`config.mk`:
```
export PLATFORM = sky130hd
export DESIGN_NAME = dual_channel_spi_register_bank
export DESIGN_NICKNAME = d
export VERILOG_FILES = /design/src/logic/spi_bank_pkg.sv /design/src/logic/dual_channel_spi_register_bank.sv
export SDC_FILE = /design/constraint.sdc
export NUM_CORES = 1
export LEC_CHECK = 0
export BUFFER_PORTS_ARGS = -buffer_cell sky130_fd_sc_hd__buf_2
export CAP_MARGIN = 25
export CORE_ASPECT_RATIO = 1.25
export CORE_MARGIN = 1.5
export CORE_UTILIZATION = 50
export CTS_CLUSTER_DIAMETER = 100
export DETAILED_ROUTE_END_ITERATION = 7
export GPL_TIMING_DRIVEN = 1
export HOLD_SLACK_MARGIN = 0.02
export PLACE_DENSITY_LB_ADDON = 0.1
export SYNTH_ARGS = -nofsm -noshare
export SYNTH_HDL_FRONTEND = slang
export SYNTH_SLANG_ARGS = --single-unit
export TNS_END_PERCENT = 20
```
`constraint.sdc`:
```
create_clock -name sys_clk -period 5.6 [get_ports sys_clk]
set_input_delay 0.56 -clock sys_clk [delete_from_list [all_inputs] [get_ports sys_clk]]
set_output_delay 0.56 -clock sys_clk [all_outputs]
set_load 0.03 [all_outputs]
```
`src/logic/spi_bank_pkg.sv`:
```
// constants, types and reset values for the dual channel serial register bank
package spi_bank_pkg;
    // ----------------------------------------------------------------
    // register map
    // ----------------------------------------------------------------
    localparam int NF = 7;
    localparam int AW = 13;
    localparam logic [AW-1:0] ADDR_PORT_CFG = 13'h0000;
    localparam logic [AW-1:0] ADDR_PART_ID = 13'h0001;
    localparam logic [AW-1:0] ADDR_SPEED = 13'h0002;
    localparam logic [AW-1:0] ADDR_CHAN_SEL = 13'h0005;
    localparam logic [AW-1:0] ADDR_XFER = 13'h00ff;
    // port configuration fields, mirrored nibbles
    localparam logic [7:0] PORT_CFG_FIXED = 8'h18;
    localparam logic [7:0] LSB_BITS = 8'h42;
    localparam logic [7:0] SRST_BITS = 8'h24;
    localparam int SPEED_POS = 4;
    localparam logic [1:0] CHAN_SEL_RESET = 2'h3;
    localparam int XFER_BIT = 0;
    // function registers: index 0 is the lowest address
    localparam logic [NF-1:0][7:0] FUNC_ADDR = {8'h3a, 8'h14, 8'h10, 8'h0d, 8'h0b, 8'h09, 8'h08};
    localparam logic [NF-1:0][7:0] FUNC_MASK = {8'hff, 8'h17, 8'h3f, 8'hbf, 8'h3f, 8'h01, 8'h23};
    localparam logic [NF-1:0][7:0] FUNC_RESET = {8'h00, 8'h05, 8'h00, 8'h00, 8'h00, 8'h01, 8'h00};
    localparam logic [NF-1:0] FUNC_LOCAL = 7'h39;
    // ----------------------------------------------------------------
    // framing
    // ----------------------------------------------------------------
    localparam logic [4:0] INSTR_LAST = 5'h0f;
    localparam logic [4:0] BYTE_LAST = 5'h07;
    localparam int RW_BIT = 15;
    localparam int LEN_HI = 14;
    localparam int LEN_LO = 13;
    // ----------------------------------------------------------------
    // types
    // ----------------------------------------------------------------
    typedef enum logic [1:0] {ST_IDLE, ST_INSTR, ST_DATA, ST_DONE} phase_type;
    typedef logic [NF-1:0][7:0] bank_type;
    typedef struct packed {
        phase_type phase;
        logic sclk_q;
        logic [4:0] bitcnt;
        logic [15:0] shreg;
        logic rw;
        logic [1:0] bytes_left;
        logic stream;
        logic [AW-1:0] addr;
        logic [7:0] tx;
        logic sdio_out;
        logic sdio_oe;
        logic lsb;
        logic [1:0] sel;
        logic xfer;
        logic [1:0][NF-1:0][7:0] master;
        logic [1:0][NF-1:0][7:0] active;
    } state_type;
    localparam state_type STATE_RESET = '{phase: ST_IDLE, sclk_q: 1'b0, bitcnt: 5'h00, shreg: 16'h0000,
        rw: 1'b0, bytes_left: 2'h0, stream: 1'b0, addr: 13'h0000, tx: 8'h00, sdio_out: 1'b0,
        sdio_oe: 1'b0, lsb: 1'b0, sel: CHAN_SEL_RESET, xfer: 1'b0,
        master: {FUNC_RESET, FUNC_RESET}, active: {FUNC_RESET, FUNC_RESET}};
endpackage

```
`src/logic/dual_channel_spi_register_bank.sv`:
```
// serial port and register bank with per channel copies and shadowed function registers
//
// Contract
// RULE1: each local register has its own copy for channel A and channel B.
// RULE2: channel select bits 0 and 1 steer local accesses; both set after reset.
// RULE3: with both select bits set a local write lands in both copies.
// RULE4: with both select bits set a local read returns the channel A copy.
// RULE5: host sets only one select bit before reading a local register; the bench also reads with both set.
// RULE6: global registers have a single copy governing the whole part.
// RULE7: global accesses ignore the channel select bits entirely.
// RULE8: only listed addresses and bits exist; others read zero, ignore writes.
// RULE9: port config has bit order in 6,1, soft reset 5,2, reads 0x18 default.
// RULE10: soft reset restores all defaults and then reads back as zero.
// RULE11: shadowed writes act only on transfer, all at once; transfer self clears.
// RULE12: shadowed registers are addresses 0x08 to 0x20 and 0x3a; the code shadows only 0x08, 0x09, 0x0b, 0x0d, 0x10, 0x14 and 0x3a.
// RULE13: bit order is msb first after reset until changed.
`timescale 1ns/1ps
module dual_channel_spi_register_bank
#(
    parameter logic [7:0] PART_ID = 8'h5a, // arbitrary value
    parameter logic [1:0] SPEED_CODE = 2'h0
)
(
    // clock and reset
    input wire logic sys_clk,
    input wire logic rstn,
    // serial port
    input wire logic spi_sclk,
    input wire logic spi_csb_n,
    input wire logic spi_sdio_in,
    output logic spi_sdio_out,
    output logic spi_sdio_oe,
    // applied settings
    output spi_bank_pkg::bank_type active_a,
    output spi_bank_pkg::bank_type active_b,
    output logic lsb_first
);
    import spi_bank_pkg::*;

    state_type r, n;
    logic rise, fall;
    logic wr_en, sr_hit, load_tx;
    logic [AW-1:0] wr_addr, load_addr;
    logic [7:0] rx;

    // ----------------------------------------------------------------
    // helpers
    // ----------------------------------------------------------------
    function automatic logic [7:0] rev8(input logic [7:0] x);
        logic [7:0] y;
        y = 8'h00;
        for (int i = 0; i < 8; i++)
            y[i] = x[7-i];
        return y;
    endfunction

    // returns hit flag and index of a function register
    function automatic logic [3:0] find_idx(input logic [AW-1:0] a);
        logic [3:0] f;
        f = 4'h0;
        for (int i = 0; i < NF; i++)
            if (a == {5'h00, FUNC_ADDR[i]})
                f = {1'b1, 3'(i)};
        return f;
    endfunction

    // read mux over the whole map
    function automatic logic [7:0] read_reg(input logic [AW-1:0] a, input state_type s);
        logic [7:0] d;
        logic [3:0] f;
        d = 8'h00; // unmapped reads zero RULE8
        f = find_idx(a);
        case (a)
            ADDR_PORT_CFG: d = PORT_CFG_FIXED | (s.lsb ? LSB_BITS : 8'h00); // RULE9
            ADDR_PART_ID: d = PART_ID;
            ADDR_SPEED: d = {2'h0, SPEED_CODE, 4'h0};
            ADDR_CHAN_SEL: d = {6'h00, s.sel};
            ADDR_XFER: d = {7'h00, s.xfer};
            default:
            begin
                if (f[3] && FUNC_LOCAL[f[2:0]] && s.sel == 2'b10)
                    d = s.master[1][f[2:0]];
                else if (f[3])
                    d = s.master[0][f[2:0]]; // channel A when both set RULE4 RULE7
            end
        endcase
        return d;
    endfunction

    assign rise = spi_sclk & ~r.sclk_q;
    assign fall = ~spi_sclk & r.sclk_q;

    // ----------------------------------------------------------------
    // next state
    // ----------------------------------------------------------------
    always_comb
    begin
        logic [15:0] instr;
        logic [7:0] rbyte;
        logic [AW-1:0] nxt_addr;
        logic [3:0] f;
        instr = 16'h0000;
        rbyte = 8'h00;
        nxt_addr = r.addr;
        f = 4'h0;
        n = r;
        wr_en = 1'b0;
        wr_addr = r.addr;
        load_tx = 1'b0;
        load_addr = r.addr;
        sr_hit = 1'b0;
        rx = 8'h00;
        n.sclk_q = spi_sclk;
        n.xfer = 1'b0; // transfer bit clears itself RULE11
        // transfer copies every shadow into the working copies at once
        if (r.xfer)
        begin
            for (int c = 0; c < 2; c++)
                for (int i = 0; i < NF; i++)
                    n.active[c][i] = FUNC_LOCAL[i] ? r.master[c][i] : r.master[0][i]; // RULE11 RULE12 RULE6
        end
        // serial framing
        case (r.phase)
            ST_IDLE:
            begin
                n.sdio_oe = 1'b0;
                n.bitcnt = 5'h00;
                if (!spi_csb_n)
                    n.phase = ST_INSTR;
            end
            ST_INSTR:
            begin
                if (rise)
                begin
                    n.shreg = {r.shreg[14:0], spi_sdio_in};
                    n.bitcnt = 5'(r.bitcnt + 5'h01);
                    if (r.bitcnt == INSTR_LAST)
                    begin
                        instr = r.lsb ? {rev8(n.shreg[7:0]), rev8(n.shreg[15:8])} : n.shreg; // RULE13
                        n.rw = instr[RW_BIT];
                        n.addr = instr[AW-1:0];
                        n.bytes_left = instr[LEN_HI:LEN_LO];
                        n.stream = &instr[LEN_HI:LEN_LO];
                        n.bitcnt = 5'h00;
                        n.phase = ST_DATA;
                        load_tx = instr[RW_BIT];
                        load_addr = instr[AW-1:0];
                    end
                end
            end
            ST_DATA:
            begin
                if (fall && r.rw)
                begin
                    n.sdio_oe = 1'b1;
                    n.sdio_out = r.lsb ? r.tx[r.bitcnt[2:0]] : r.tx[3'(3'h7 - r.bitcnt[2:0])];
                end
                if (rise)
                begin
                    n.shreg = {r.shreg[14:0], spi_sdio_in};
                    n.bitcnt = 5'(r.bitcnt + 5'h01);
                    if (r.bitcnt == BYTE_LAST)
                    begin
                        rbyte = n.shreg[7:0];
                        rx = r.lsb ? rev8(rbyte) : rbyte;
                        wr_en = ~r.rw;
                        n.bitcnt = 5'h00;
                        nxt_addr = r.lsb ? AW'(r.addr + 13'h0001) : AW'(r.addr - 13'h0001);
                        n.addr = nxt_addr;
                        if (!r.stream && r.bytes_left == 2'h0)
                            n.phase = ST_DONE;
                        else
                            n.bytes_left = 2'(r.bytes_left - 2'h1);
                        load_tx = r.rw;
                        load_addr = nxt_addr;
                    end
                end
            end
            ST_DONE:
            begin
                if (fall)
                    n.sdio_oe = 1'b0;
            end
            default:
                n.phase = ST_IDLE;
        endcase
        if (load_tx)
            n.tx = read_reg(load_addr, r);
        // chip select high ends any frame
        if (spi_csb_n)
        begin
            n.phase = ST_IDLE;
            n.sdio_oe = 1'b0;
        end
        // register writes
        if (wr_en)
        begin
            f = find_idx(wr_addr);
            case (wr_addr)
                ADDR_PORT_CFG:
                begin
                    n.lsb = |(rx & LSB_BITS); // RULE9
                    sr_hit = |(rx & SRST_BITS); // RULE10
                end
                ADDR_CHAN_SEL: n.sel = rx[1:0]; // RULE2
                ADDR_XFER: n.xfer = rx[XFER_BIT]; // RULE11
                default:
                begin
                    if (f[3] && FUNC_LOCAL[f[2:0]])
                    begin
                        for (int c = 0; c < 2; c++)
                            if (r.sel[c])
                                n.master[c][f[2:0]] = rx & FUNC_MASK[f[2:0]]; // RULE1 RULE2 RULE3 RULE8
                    end
                    else if (f[3])
                        n.master[0][f[2:0]] = rx & FUNC_MASK[f[2:0]]; // RULE6 RULE7
                end
            endcase
        end
        // soft reset puts every register back to default; the bit is never stored
        if (sr_hit)
        begin
            n.lsb = 1'b0; // RULE13
            n.sel = CHAN_SEL_RESET;
            n.xfer = 1'b0;
            n.master = STATE_RESET.master; // RULE10
            n.active = STATE_RESET.active;
        end
    end

    // state register
    always_ff @(posedge sys_clk or negedge rstn)
    begin
        if (!rstn)
            r <= STATE_RESET;
        else
            r <= n;
    end

    // outputs straight from the state register
    assign spi_sdio_out = r.sdio_out;
    assign spi_sdio_oe = r.sdio_oe;
    assign active_a = r.active[0];
    assign active_b = r.active[1];
    assign lsb_first = r.lsb;
endmodule

```
==> results.sh, run 1 <==
export IMPL_status="finished clean"
export IMPL_synth_top_area_cell="dfrtp_1"
export IMPL_synth_area_per_cell_um2=9.71
export IMPL_syn_inst=1426
export IMPL_rsz0062_at_grt="false"
export IMPL_yosysUniqueCellTypes=92
export IMPL_synthTopCellsByArea="dfrtp_1 (42%), mux2i_1 (8.1%), buf_4 (6.1%)"
export IMPL_cts_made_buffers=26
export IMPL_critPathLaunchType="register"
export IMPL_drv_cap=0
export IMPL_critPathArrivalTime_ns=5.48
export IMPL_power_leakage_nw=5.97
export IMPL_die_h_um=189
export IMPL_synth_common_cells="dfrtp_1 (235), nand2_1 (155), nor2_1 (133), buf_4 (113), mux2i_1 (112)"
export IMPL_finalMaxSlewViolations=0
export IMPL_slew_headroom=0.355
export IMPL_fin_skew_ns=0.0113
export IMPL_grt_max_degree=111
export IMPL_cts_hold_repair_buffers=0
export IMPL_dp_hpwl_um=33400
export IMPL_gr_total_overflow=0
export IMPL_fin_nets=1456
export IMPL_portBuffers=119
export IMPL_grt_pass1_wl_um=66900
export IMPL_cts_buffer_depth=3
export IMPL_clock_fmax_ghz=0.199
export IMPL_cts_setup_buffers=0
export IMPL_tightest_slew_ns=0.967
export IMPL_dr_pass1_iters=6
export IMPL_route_detailed_drc=0
export IMPL_n_fill_cell=2456
export IMPL_synth_edf_count=0
export IMPL_wirelength_um=43500
export IMPL_cp_startpoint="r[271]$_DFFE_PN0P_"
export IMPL_worstPathRequired_ns=6.06
export IMPL_grt_usage=0.303
export IMPL_fin_setup_tns_ns=0
export IMPL_h_tree_depth=1
export IMPL_syn_num_nets=1454
export IMPL_cts_tree="done"
export IMPL_gp_congestion=0.993
export IMPL_post_cts_resized=0
export IMPL_clk_latency_ns=0.53
export IMPL_async_flop_share=1.00
export IMPL_syn_area_um2=13800
export IMPL_crit_type="reg -> reg"
export IMPL_synth_top_area_frac=0.425
export IMPL_clockRootBuffer="clkbuf_16"
export IMPL_final_hold_viol_count=0
export IMPL_grt_antenna_before_repair=0
export IMPL_ys_seq_area_frac=0.449
export IMPL_rows=67
export IMPL_grt_pass1_vias=10700
export IMPL_r2r_start="r[271]$_DFFE_PN0P_"
export IMPL_power_density_nw_per_um2=346
export IMPL_dieArea_um2=28700
export IMPL_synth_most_common_cell="dfrtp_1"
export IMPL_min_period_ns=5.01
export IMPL_setup_viol=0
export IMPL_antennaDiodeCount=0
export IMPL_yosys_warnings=0
export IMPL_critPathCaptureType="register"
export IMPL_r2r_setup_slack_ns=0.59
export IMPL_p_total_mw=5.15
export IMPL_synth_seq_cells=248
export IMPL_start_util=0.513
export IMPL_vias=10900
export IMPL_dieWidth_um=152
export IMPL_syn2layout_area_growth_pct=7.56
export IMPL_synth_main_ff_cell="dfrtp_1"
export IMPL_drtIter0Drc=770
export IMPL_wl_per_cell_um=24.3
export IMPL_path_max_fanout=10
export IMPL_viasPerCell=6.08
export IMPL_ant_nets=0
export IMPL_post_route_period_util=0.895
export IMPL_peakVddDrop_mv=0.272
export IMPL_ios=120
export IMPL_clkTransAtPathRegs_ns=0.06
export IMPL_clkSinkCount=248
export IMPL_core_um2=27000
export IMPL_min_path_type="in -> async"
export IMPL_drive_above_1_share=0.193
[cells in the final DEF, fill, tap and decap left out, types with 13 or more instances in the layout]
cell type  Yosys  layout
mux2_2        34      34
nor2_1       133     131
inv_1         25      25
a31oi_1       13      13
dfstp_2       13      13
ha_1          22      22
buf_2         10     118
dfrtp_1      235     234
nand3_1       29      29
nor3_1        17      17
mux2i_1      112     112
a21oi_1       49      49
o21ai_0      107     107
clkbuf_16      0      27
and2_1        39      39
nand2_1      155     155
a221oi_1      15      15
buf_4        113      40
[worst max-delay path, cell delays in order, from the launching register on]
cell and delay (ns):
dfrtp_1 0.53, ha_1 0.30, nand3_1 0.13, inv_1 0.08, ha_1 0.24, and3b_1 0.49, o21ai_2 0.17, o21bai_1 0.25
a221o_1 0.41, nor4_1 0.30, or3b_1 0.46, and2_1 0.28, nor3_2 0.49, a221oi_1 0.18, a211oi_1 0.45, a221o_1 0.18
[cell type report]
class	count	area, um^2	area share
well taps	345	432	0.0290
clock inverters	9	55.1	0.00370
flip-flops and latches	248	6230	0.418
repair buffers	159	906	0.0608
clock buffers	38	777	0.0522
multi-input cells	968	6400	0.430
inverters	25	93.8	0.00630
[layer usage]
metal,share of wire,global-route usage,up-vias
met5,0,0,-
met2,0.50,0.533,307
met3,0.037,0.0314,98
li1,-,-,5015
met1,0.41,0.370,5484
met4,0.054,0.152,0
[final timing paths]
kind | to | cells after the start
worst max-delay path | r[236]$_DFFE_PN0P_ | 15
max in group asynchronous | active_a[2]$_DFFE_PN0P_ | 2
worst min-delay path | active_a[30]$_DFFE_PN0P_ | 1
worst min register to register | r[180]$_DFFE_PN0P_ | 1
min in group sys_clk | r[278]$_DFFE_PN0P_ | 2
worst max register to register | r[236]$_DFFE_PN0P_ | 15
[where the power goes]
part / switching, mW / leakage [nW] / total (mW) / internal, mW
combinational: 0.929 / 2.62 / 1.45 / 0.518
clock: 0.709 / 0.414 / 1.67 / 0.962
sequential: 0.149 / 2.94 / 2.03 / 1.88
[cells by family after synthesis]
group,share of synthesized area
AND/OR/NAND/NOR,0.160
XOR/XNOR,0.00443
flip-flops,0.449
multiplexers,0.120
AO/OA/AOI/OAI,0.156
buffers and inverters,0.0890
adder cells (fa/ha/maj),0.0213
[stage by stage]
stage / utilization / hold slack, ns / area, um^2 / std cells / setup WS (ns)
final: 0.552 / 0.0655 / 14900 / 1792 / 0.585
after global routing: 0.552 / 0.161 / 14900 / 1792 / 0.292
after floorplan: - / 0.264 / 13800 / 1426 / 1.13
after CTS: 0.552 / 0.139 / 14900 / 1792 / 0.673
after global placement: 0.521 / 0.458 / 14100 / 1745 / 0.723
after detailed placement: 0.521 / 0.472 / 14100 / 1745 / 0.680
[sequential cells by signal (all words and copies together) (netlist names)]
name and cells:
active_a 56, active_b 32, spi_sdio_out 1, lsb_first 1, wr_addr 13, r 144, spi_sdio_oe 1
No activity file was read; power rests on OpenSTA's default activity.
==> run 2: changes to the inputs <==
--- a/config.mk
+++ b/config.mk
@@ -5,7 +5,7 @@
 export SDC_FILE = /design/constraint.sdc
 export NUM_CORES = 1
 export LEC_CHECK = 0
-export BUFFER_PORTS_ARGS = -buffer_cell sky130_fd_sc_hd__buf_2
+export BUFFER_PORTS_ARGS = -buffer_cell sky130_fd_sc_hd__buf_4
 export CAP_MARGIN = 25
 export CORE_ASPECT_RATIO = 1.25
 export CORE_MARGIN = 1.5
==> constraint.sdc (replaced) <==
create_clock -name sys_clk -period 5.6 [get_ports sys_clk]
set_input_delay 1.12 -clock sys_clk [delete_from_list [all_inputs] [get_ports sys_clk]]
set_output_delay 1.12 -clock sys_clk [all_outputs]
set_load 0.03 [all_outputs]
==> results.sh, run 2 (synthesized netlist as in run 1, its figures left out) <==
export IMPL_peakVddDrop_mv=0.320
export IMPL_mostFrequentLayoutCells="dfrtp_1 (234), buf_4 (160), nand2_1 (155)"
export IMPL_grt_pass1_vias=10800
export IMPL_critPathCaptureType="register"
export IMPL_final_hold_viol_count=0
export IMPL_crit_family="compound AO/OA/AOI/OAI gates"
export IMPL_ios=120
export IMPL_cts_hold_repair_buffers=0
export IMPL_h_tree_depth=1
export IMPL_largest_register_ffs=144
export IMPL_crit_slowest_cell="o211ai_2"
export IMPL_cts_tree="done"
export IMPL_final_common_cell="dfrtp_1"
export IMPL_vias=10800
export IMPL_grt_usage=0.305
export IMPL_tightest_slew_ns=1.02
export IMPL_clkTransAtPathRegs_ns=0.07
export IMPL_gp_congestion=0.950
export IMPL_critPathMaxStageDelay_ns=0.57
export IMPL_r2r_setup_slack_ns=0.56
export IMPL_r2r_start="r[271]$_DFFE_PN0P_"
export IMPL_path_max_fanout=12
export IMPL_portBuffers=119
export IMPL_post_cts_resized=0
export IMPL_reg2regPathDepth=16
export IMPL_drive_above_1_share=0.196
export IMPL_dpl_worst_slack_ns=0.623
export IMPL_clockRootBuffer="clkbuf_16"
export IMPL_ant_nets=0
export IMPL_final_cells=1796
export IMPL_fin_skew_ns=0.0118
export IMPL_grt_busiest_layer="met2"
export IMPL_antennaDiodeCount=0
export IMPL_power_density_nw_per_um2=354
export IMPL_critPathLaunchType="register"
export IMPL_dr_pass1_iters=5
export IMPL_grt_pass1_wl_um=67300
export IMPL_clkSinkCount=248
export IMPL_syn2layout_area_growth_pct=10.7
export IMPL_clk_latency_ns=0.54
export IMPL_grt_max_degree=131
export IMPL_fin_ws_ns=0.563
export IMPL_crit_type="reg -> reg"
export IMPL_fin_setup_tns_ns=0
export IMPL_critPathArrivalTime_ns=5.46
export IMPL_cts_setup_buffers=0
export IMPL_viasPerCell=6.02
export IMPL_dieWidth_um=152
export IMPL_start_util=0.513
export IMPL_worstPathRequired_ns=6.02
export IMPL_cp_depth=16
export IMPL_hold_start="r[185]$_DFFE_PN0P_"
export IMPL_p_total_mw=5.42
export IMPL_die_h_um=189
export IMPL_crit_buf_inv=2
export IMPL_cts_buffer_depth=3
export IMPL_finalMaxSlewViolations=0
export IMPL_clock_fmax_ghz=0.199
export IMPL_dp_hpwl_um=33000
export IMPL_reg2reg_to="r[236]$_DFFE_PN0P_"
export IMPL_critical_path_endpoint="r[236]$_DFFE_PN0P_"
export IMPL_holdWs_ns=0.484
export IMPL_drtIter0Drc=568
export IMPL_core_um2=27000
export IMPL_min_period_ns=5.04
export IMPL_slew_headroom=0.318
export IMPL_setup_viol=0
export IMPL_drv_cap=0
export IMPL_cp_startpoint="r[271]$_DFFE_PN0P_"
export IMPL_path_cells="ha_1, nand3_1, inv_1, ha_1, nand3b_1, a21oi_1, o21ai_0, o2111a_1, o21ai_0, nor3_4, o211ai_2, buf_4, mux2_2, a221oi_1, a211oi_1, a221o_1"
export IMPL_post_route_period_util=0.899
export IMPL_wl_per_cell_um=24.3
export IMPL_min_path_type="reg -> reg"
export IMPL_route_detailed_drc=0
export IMPL_top_register="r"
export IMPL_status="finished clean"
export IMPL_fin_nets=1459
export IMPL_grtUsageMet1=0.371
export IMPL_rows=67
export IMPL_power_leakage_nw=6.25
export IMPL_met2_usage=0.537
export IMPL_dieArea_um2=28700
export IMPL_rsz0062_at_grt="false"
export IMPL_met3_usage=0.0417
export IMPL_cts_made_buffers=27
export IMPL_wirelength_um=43700
export IMPL_grt_antenna_before_repair=0
export IMPL_gr_total_overflow=0
export IMPL_dp_cells=1747
run 2: cell types whose count changed in the layout (fill, tap and decap cells not counted):
cell       before  now
clkbuf_8        6    4
inv_8           0    1
clkbuf_1        5    3
buf_2         118    0
bufinv_16       0    5
buf_4          40  160
run 2: stage by stage:
stage                     utilization  cell area [um^2]
after global routing            0.568             15300
final                           0.568             15300
after global placement          0.532             14400
after floorplan                     -             13800
after CTS                       0.568             15300
after detailed placement        0.532             14400
run 2: tightest hold or removal path, stage by stage (launching register included):
cell and delay (ns):
dfrtp_1 0.34, nand2_1 0.05, o21ai_0 0.06
run 2: how the worst min path moves through the flow:
stage | endpoint | cells past startpoint
3_3_place_gp | r[185]$_DFFE_PN0P_ | 2
2_1_floorplan | r[187]$_DFFE_PN0P_ | 2
3_5_place_dp | r[190]$_DFFE_PN0P_ | 1
5_1_grt | r[190]$_DFFE_PN0P_ | 1
6_report | r[185]$_DFFE_PN0P_ | 2
4_1_cts | r[190]$_DFFE_PN0P_ | 1
run 2: layout make-up:
cell class / count / area (um^2)
fillers: 2381 / 11700
multi-input cells: 968 / 6400
clock buffers: 34 / 742
inverters: 25 / 93.8
repair buffers: 161 / 1220
flip-flops and latches: 248 / 6230
well taps: 345 / 432
clock inverters: 15 / 216
run 2: power breakdown:
part | internal, mW | leakage [nW] | switching, mW
registers | 1.88 | 2.94 | 0.135
clock network | 1.17 | 0.474 | 0.749
logic | 0.535 | 2.84 | 0.952
run 2: metal layers:
layer,routed length (um),part of all wire
met1,17600,0.40
met2,22000,0.50
met3,1930,0.044
met4,2270,0.052
met5,0,0
==> run 3: changes to the inputs <==
--- a/config.mk
+++ b/config.mk
@@ -7,12 +7,14 @@
 export LEC_CHECK = 0
 export BUFFER_PORTS_ARGS = -buffer_cell sky130_fd_sc_hd__buf_4
 export CAP_MARGIN = 25
+export CELL_PAD_IN_SITES_DETAIL_PLACEMENT = 1
+export CELL_PAD_IN_SITES_GLOBAL_PLACEMENT = 2
 export CORE_ASPECT_RATIO = 1.25
 export CORE_MARGIN = 1.5
-export CORE_UTILIZATION = 50
+export CORE_UTILIZATION = 39
 export CTS_CLUSTER_DIAMETER = 100
 export DETAILED_ROUTE_END_ITERATION = 7
-export GPL_TIMING_DRIVEN = 1
+export GPL_TIMING_DRIVEN = 0
 export HOLD_SLACK_MARGIN = 0.02
 export PLACE_DENSITY_LB_ADDON = 0.1
 export SYNTH_ARGS = -nofsm -noshare
==> results.sh, run 3 (synthesized netlist as in run 1, its figures left out) <==
export IMPL_cts_buffer_depth=3
export IMPL_min_path_type="in -> async"
export IMPL_crit_type="reg -> reg"
export IMPL_dpl_worst_slack_ns=-0.178
export IMPL_status="finished clean"
export IMPL_top_register="r"
export IMPL_die_h_um=214
export IMPL_route_detailed_drc=0
export IMPL_gr_total_overflow=0
export IMPL_slew_headroom=0.320
export IMPL_tightest_slew_ns=1.02
export IMPL_n_fill_cell=3954
export IMPL_grt_pass1_wl_um=75100
export IMPL_h_tree_depth=1
export IMPL_grt_usage=0.275
export IMPL_fin_skew_ns=0.0180
export IMPL_cts_made_buffers=27
export IMPL_ios=120
export IMPL_dieArea_um2=36600
export IMPL_start_util=0.399
export IMPL_vias=11600
export IMPL_clk_latency_ns=0.56
export IMPL_clkSinkCount=248
export IMPL_wirelength_um=49300
export IMPL_largest_register_ffs=144
export IMPL_path_cells="clkinvlp_4, fa_1, a21o_1, a221o_1, a211oi_1, xnor2_1, o311a_1, a211o_1, nor2_2, nand2_1, clkbuf_2, a221o_1, a31oi_1, o31ai_1"
export IMPL_finalMaxSlewViolations=0
export IMPL_power_leakage_nw=6.74
export IMPL_crit_family="compound AO/OA/AOI/OAI gates"
export IMPL_critPathLaunchType="register"
export IMPL_drive_above_1_share=0.238
export IMPL_peakVddDrop_mv=0.308
export IMPL_rows=76
export IMPL_crit_slowest_cell="fa_1"
export IMPL_path_max_fanout=12
export IMPL_critPathArrivalTime_ns=5.81
export IMPL_clockRootBuffer="clkbuf_16"
export IMPL_final_hold_viol_count=0
export IMPL_critPathMaxStageDelay_ns=0.56
export IMPL_cts_tree="done"
export IMPL_post_route_period_util=0.962
export IMPL_fin_nets=1615
export IMPL_fin_ws_ns=0.212
export IMPL_dp_hpwl_um=37600
export IMPL_dieWidth_um=172
export IMPL_min_period_ns=5.39
export IMPL_rsz0062_at_grt="false"
export IMPL_syn2layout_area_growth_pct=19.3
export IMPL_antennaDiodeCount=0
export IMPL_grt_antenna_before_repair=1
export IMPL_critPathCaptureType="register"
export IMPL_final_common_cell="buf_4"
export IMPL_cp_startpoint="lsb_first$_DFFE_PN0P_"
export IMPL_drv_cap=0
export IMPL_r2r_start="lsb_first$_DFFE_PN0P_"
export IMPL_grt_max_degree=113
export IMPL_clock_fmax_ghz=0.186
export IMPL_p_total_mw=5.56
export IMPL_setup_viol=0
export IMPL_mostFrequentLayoutCells="buf_4 (241), dfrtp_1 (235), nand2_1 (154)"
export IMPL_worstPathRequired_ns=6.03
export IMPL_worst_path_most_repeated_cell="a221o_1"
export IMPL_ant_nets=0
export IMPL_crit_buf_inv=2
export IMPL_wl_per_cell_um=23.8
export IMPL_clkTransAtPathRegs_ns=0.06
export IMPL_grt_pass1_vias=12000
export IMPL_portBuffers=119
export IMPL_core_um2=34700
export IMPL_drtIter0Drc=711
export IMPL_power_density_nw_per_um2=337
export IMPL_dr_pass1_iters=5
export IMPL_gp_congestion=0.935
export IMPL_viasPerCell=5.60
==> run 3: power by group <==
part           switching, mW  internal [mW]  total (mW)
Clock                  0.780           1.23        2.01
Sequential             0.114           1.88        1.99
Combinational           1.04          0.512        1.55
==> run 3: area by class of cell <==
type	count	area [um^2]	area share
Buffer	185	1140	0.0690
Inverter	25	97.6	0.00591
Multi-Input combinational cell	968	6430	0.390
Timing Repair Buffer	132	1040	0.0631
Sequential cell	248	6220	0.377
Tap cell	468	586	0.0355
Clock buffer	37	763	0.0462
Clock inverter	13	226	0.0137
==> run 3: per-stage QoR <==
step / util / std cells / setup TNS (ns) / hold slack [ns] / cell area [um^2]
floorplan: - / 1426 / 0 / 0.444 / 13800
global placement: 0.441 / 2013 / -0.426 / 0.460 / 15300
detailed placement: 0.444 / 2016 / -0.548 / 0.471 / 15400
CTS: 0.474 / 2071 / 0 / 0.486 / 16500
global route: 0.476 / 2076 / 0 / 0.491 / 16500
finish: 0.476 / 2076 / 0 / 0.467 / 16500
==> run 3: path summary, 6_finish.rpt <==
path	to	slack [ns]	depth (start not counted)
max	r[234]$_DFFE_PN0P_	0.21	14
min	active_a[17]$_DFFE_PN0P_	0.47	1
max reg2reg	r[234]$_DFFE_PN0P_	0.21	14
min reg2reg	r[178]$_DFFE_PN0P_	0.48	1
max in group asynchronous	spi_sdio_oe$_DFFE_PN0P_	4.15	2
min in group sys_clk	r[178]$_DFFE_PN0P_	0.48	1
==> run 3: worst register-to-register path, stage by stage, from the launching register on <==
cell,delay (ns)
dfrtp_1,0.50
clkinvlp_4,0.37
fa_1,0.57
a21o_1,0.25
a221o_1,0.39
a211oi_1,0.41
xnor2_1,0.17
o311a_1,0.38
a211o_1,0.34
nor2_2,0.38
nand2_1,0.34
clkbuf_2,0.35
a221o_1,0.40
a31oi_1,0.28
o31ai_1,0.12
==> run 3: timing repair <==
action                                  CTS  global route
setup buffers                             5             5
hold buffers                              0             0
endpoints found under the setup margin    4             5
gates cloned                              0             0
pin swaps                                 1             1
gates resized for setup                   4             6
==> run 3: routing by layer <==
metal,global-route usage,share of wire,vias to the layer above
met3,0.0286,0.037,114
met2,0.494,0.52,289
met5,0,0.00026,-
met4,0.136,0.053,2
met1,0.327,0.39,5900
li1,-,-,5317
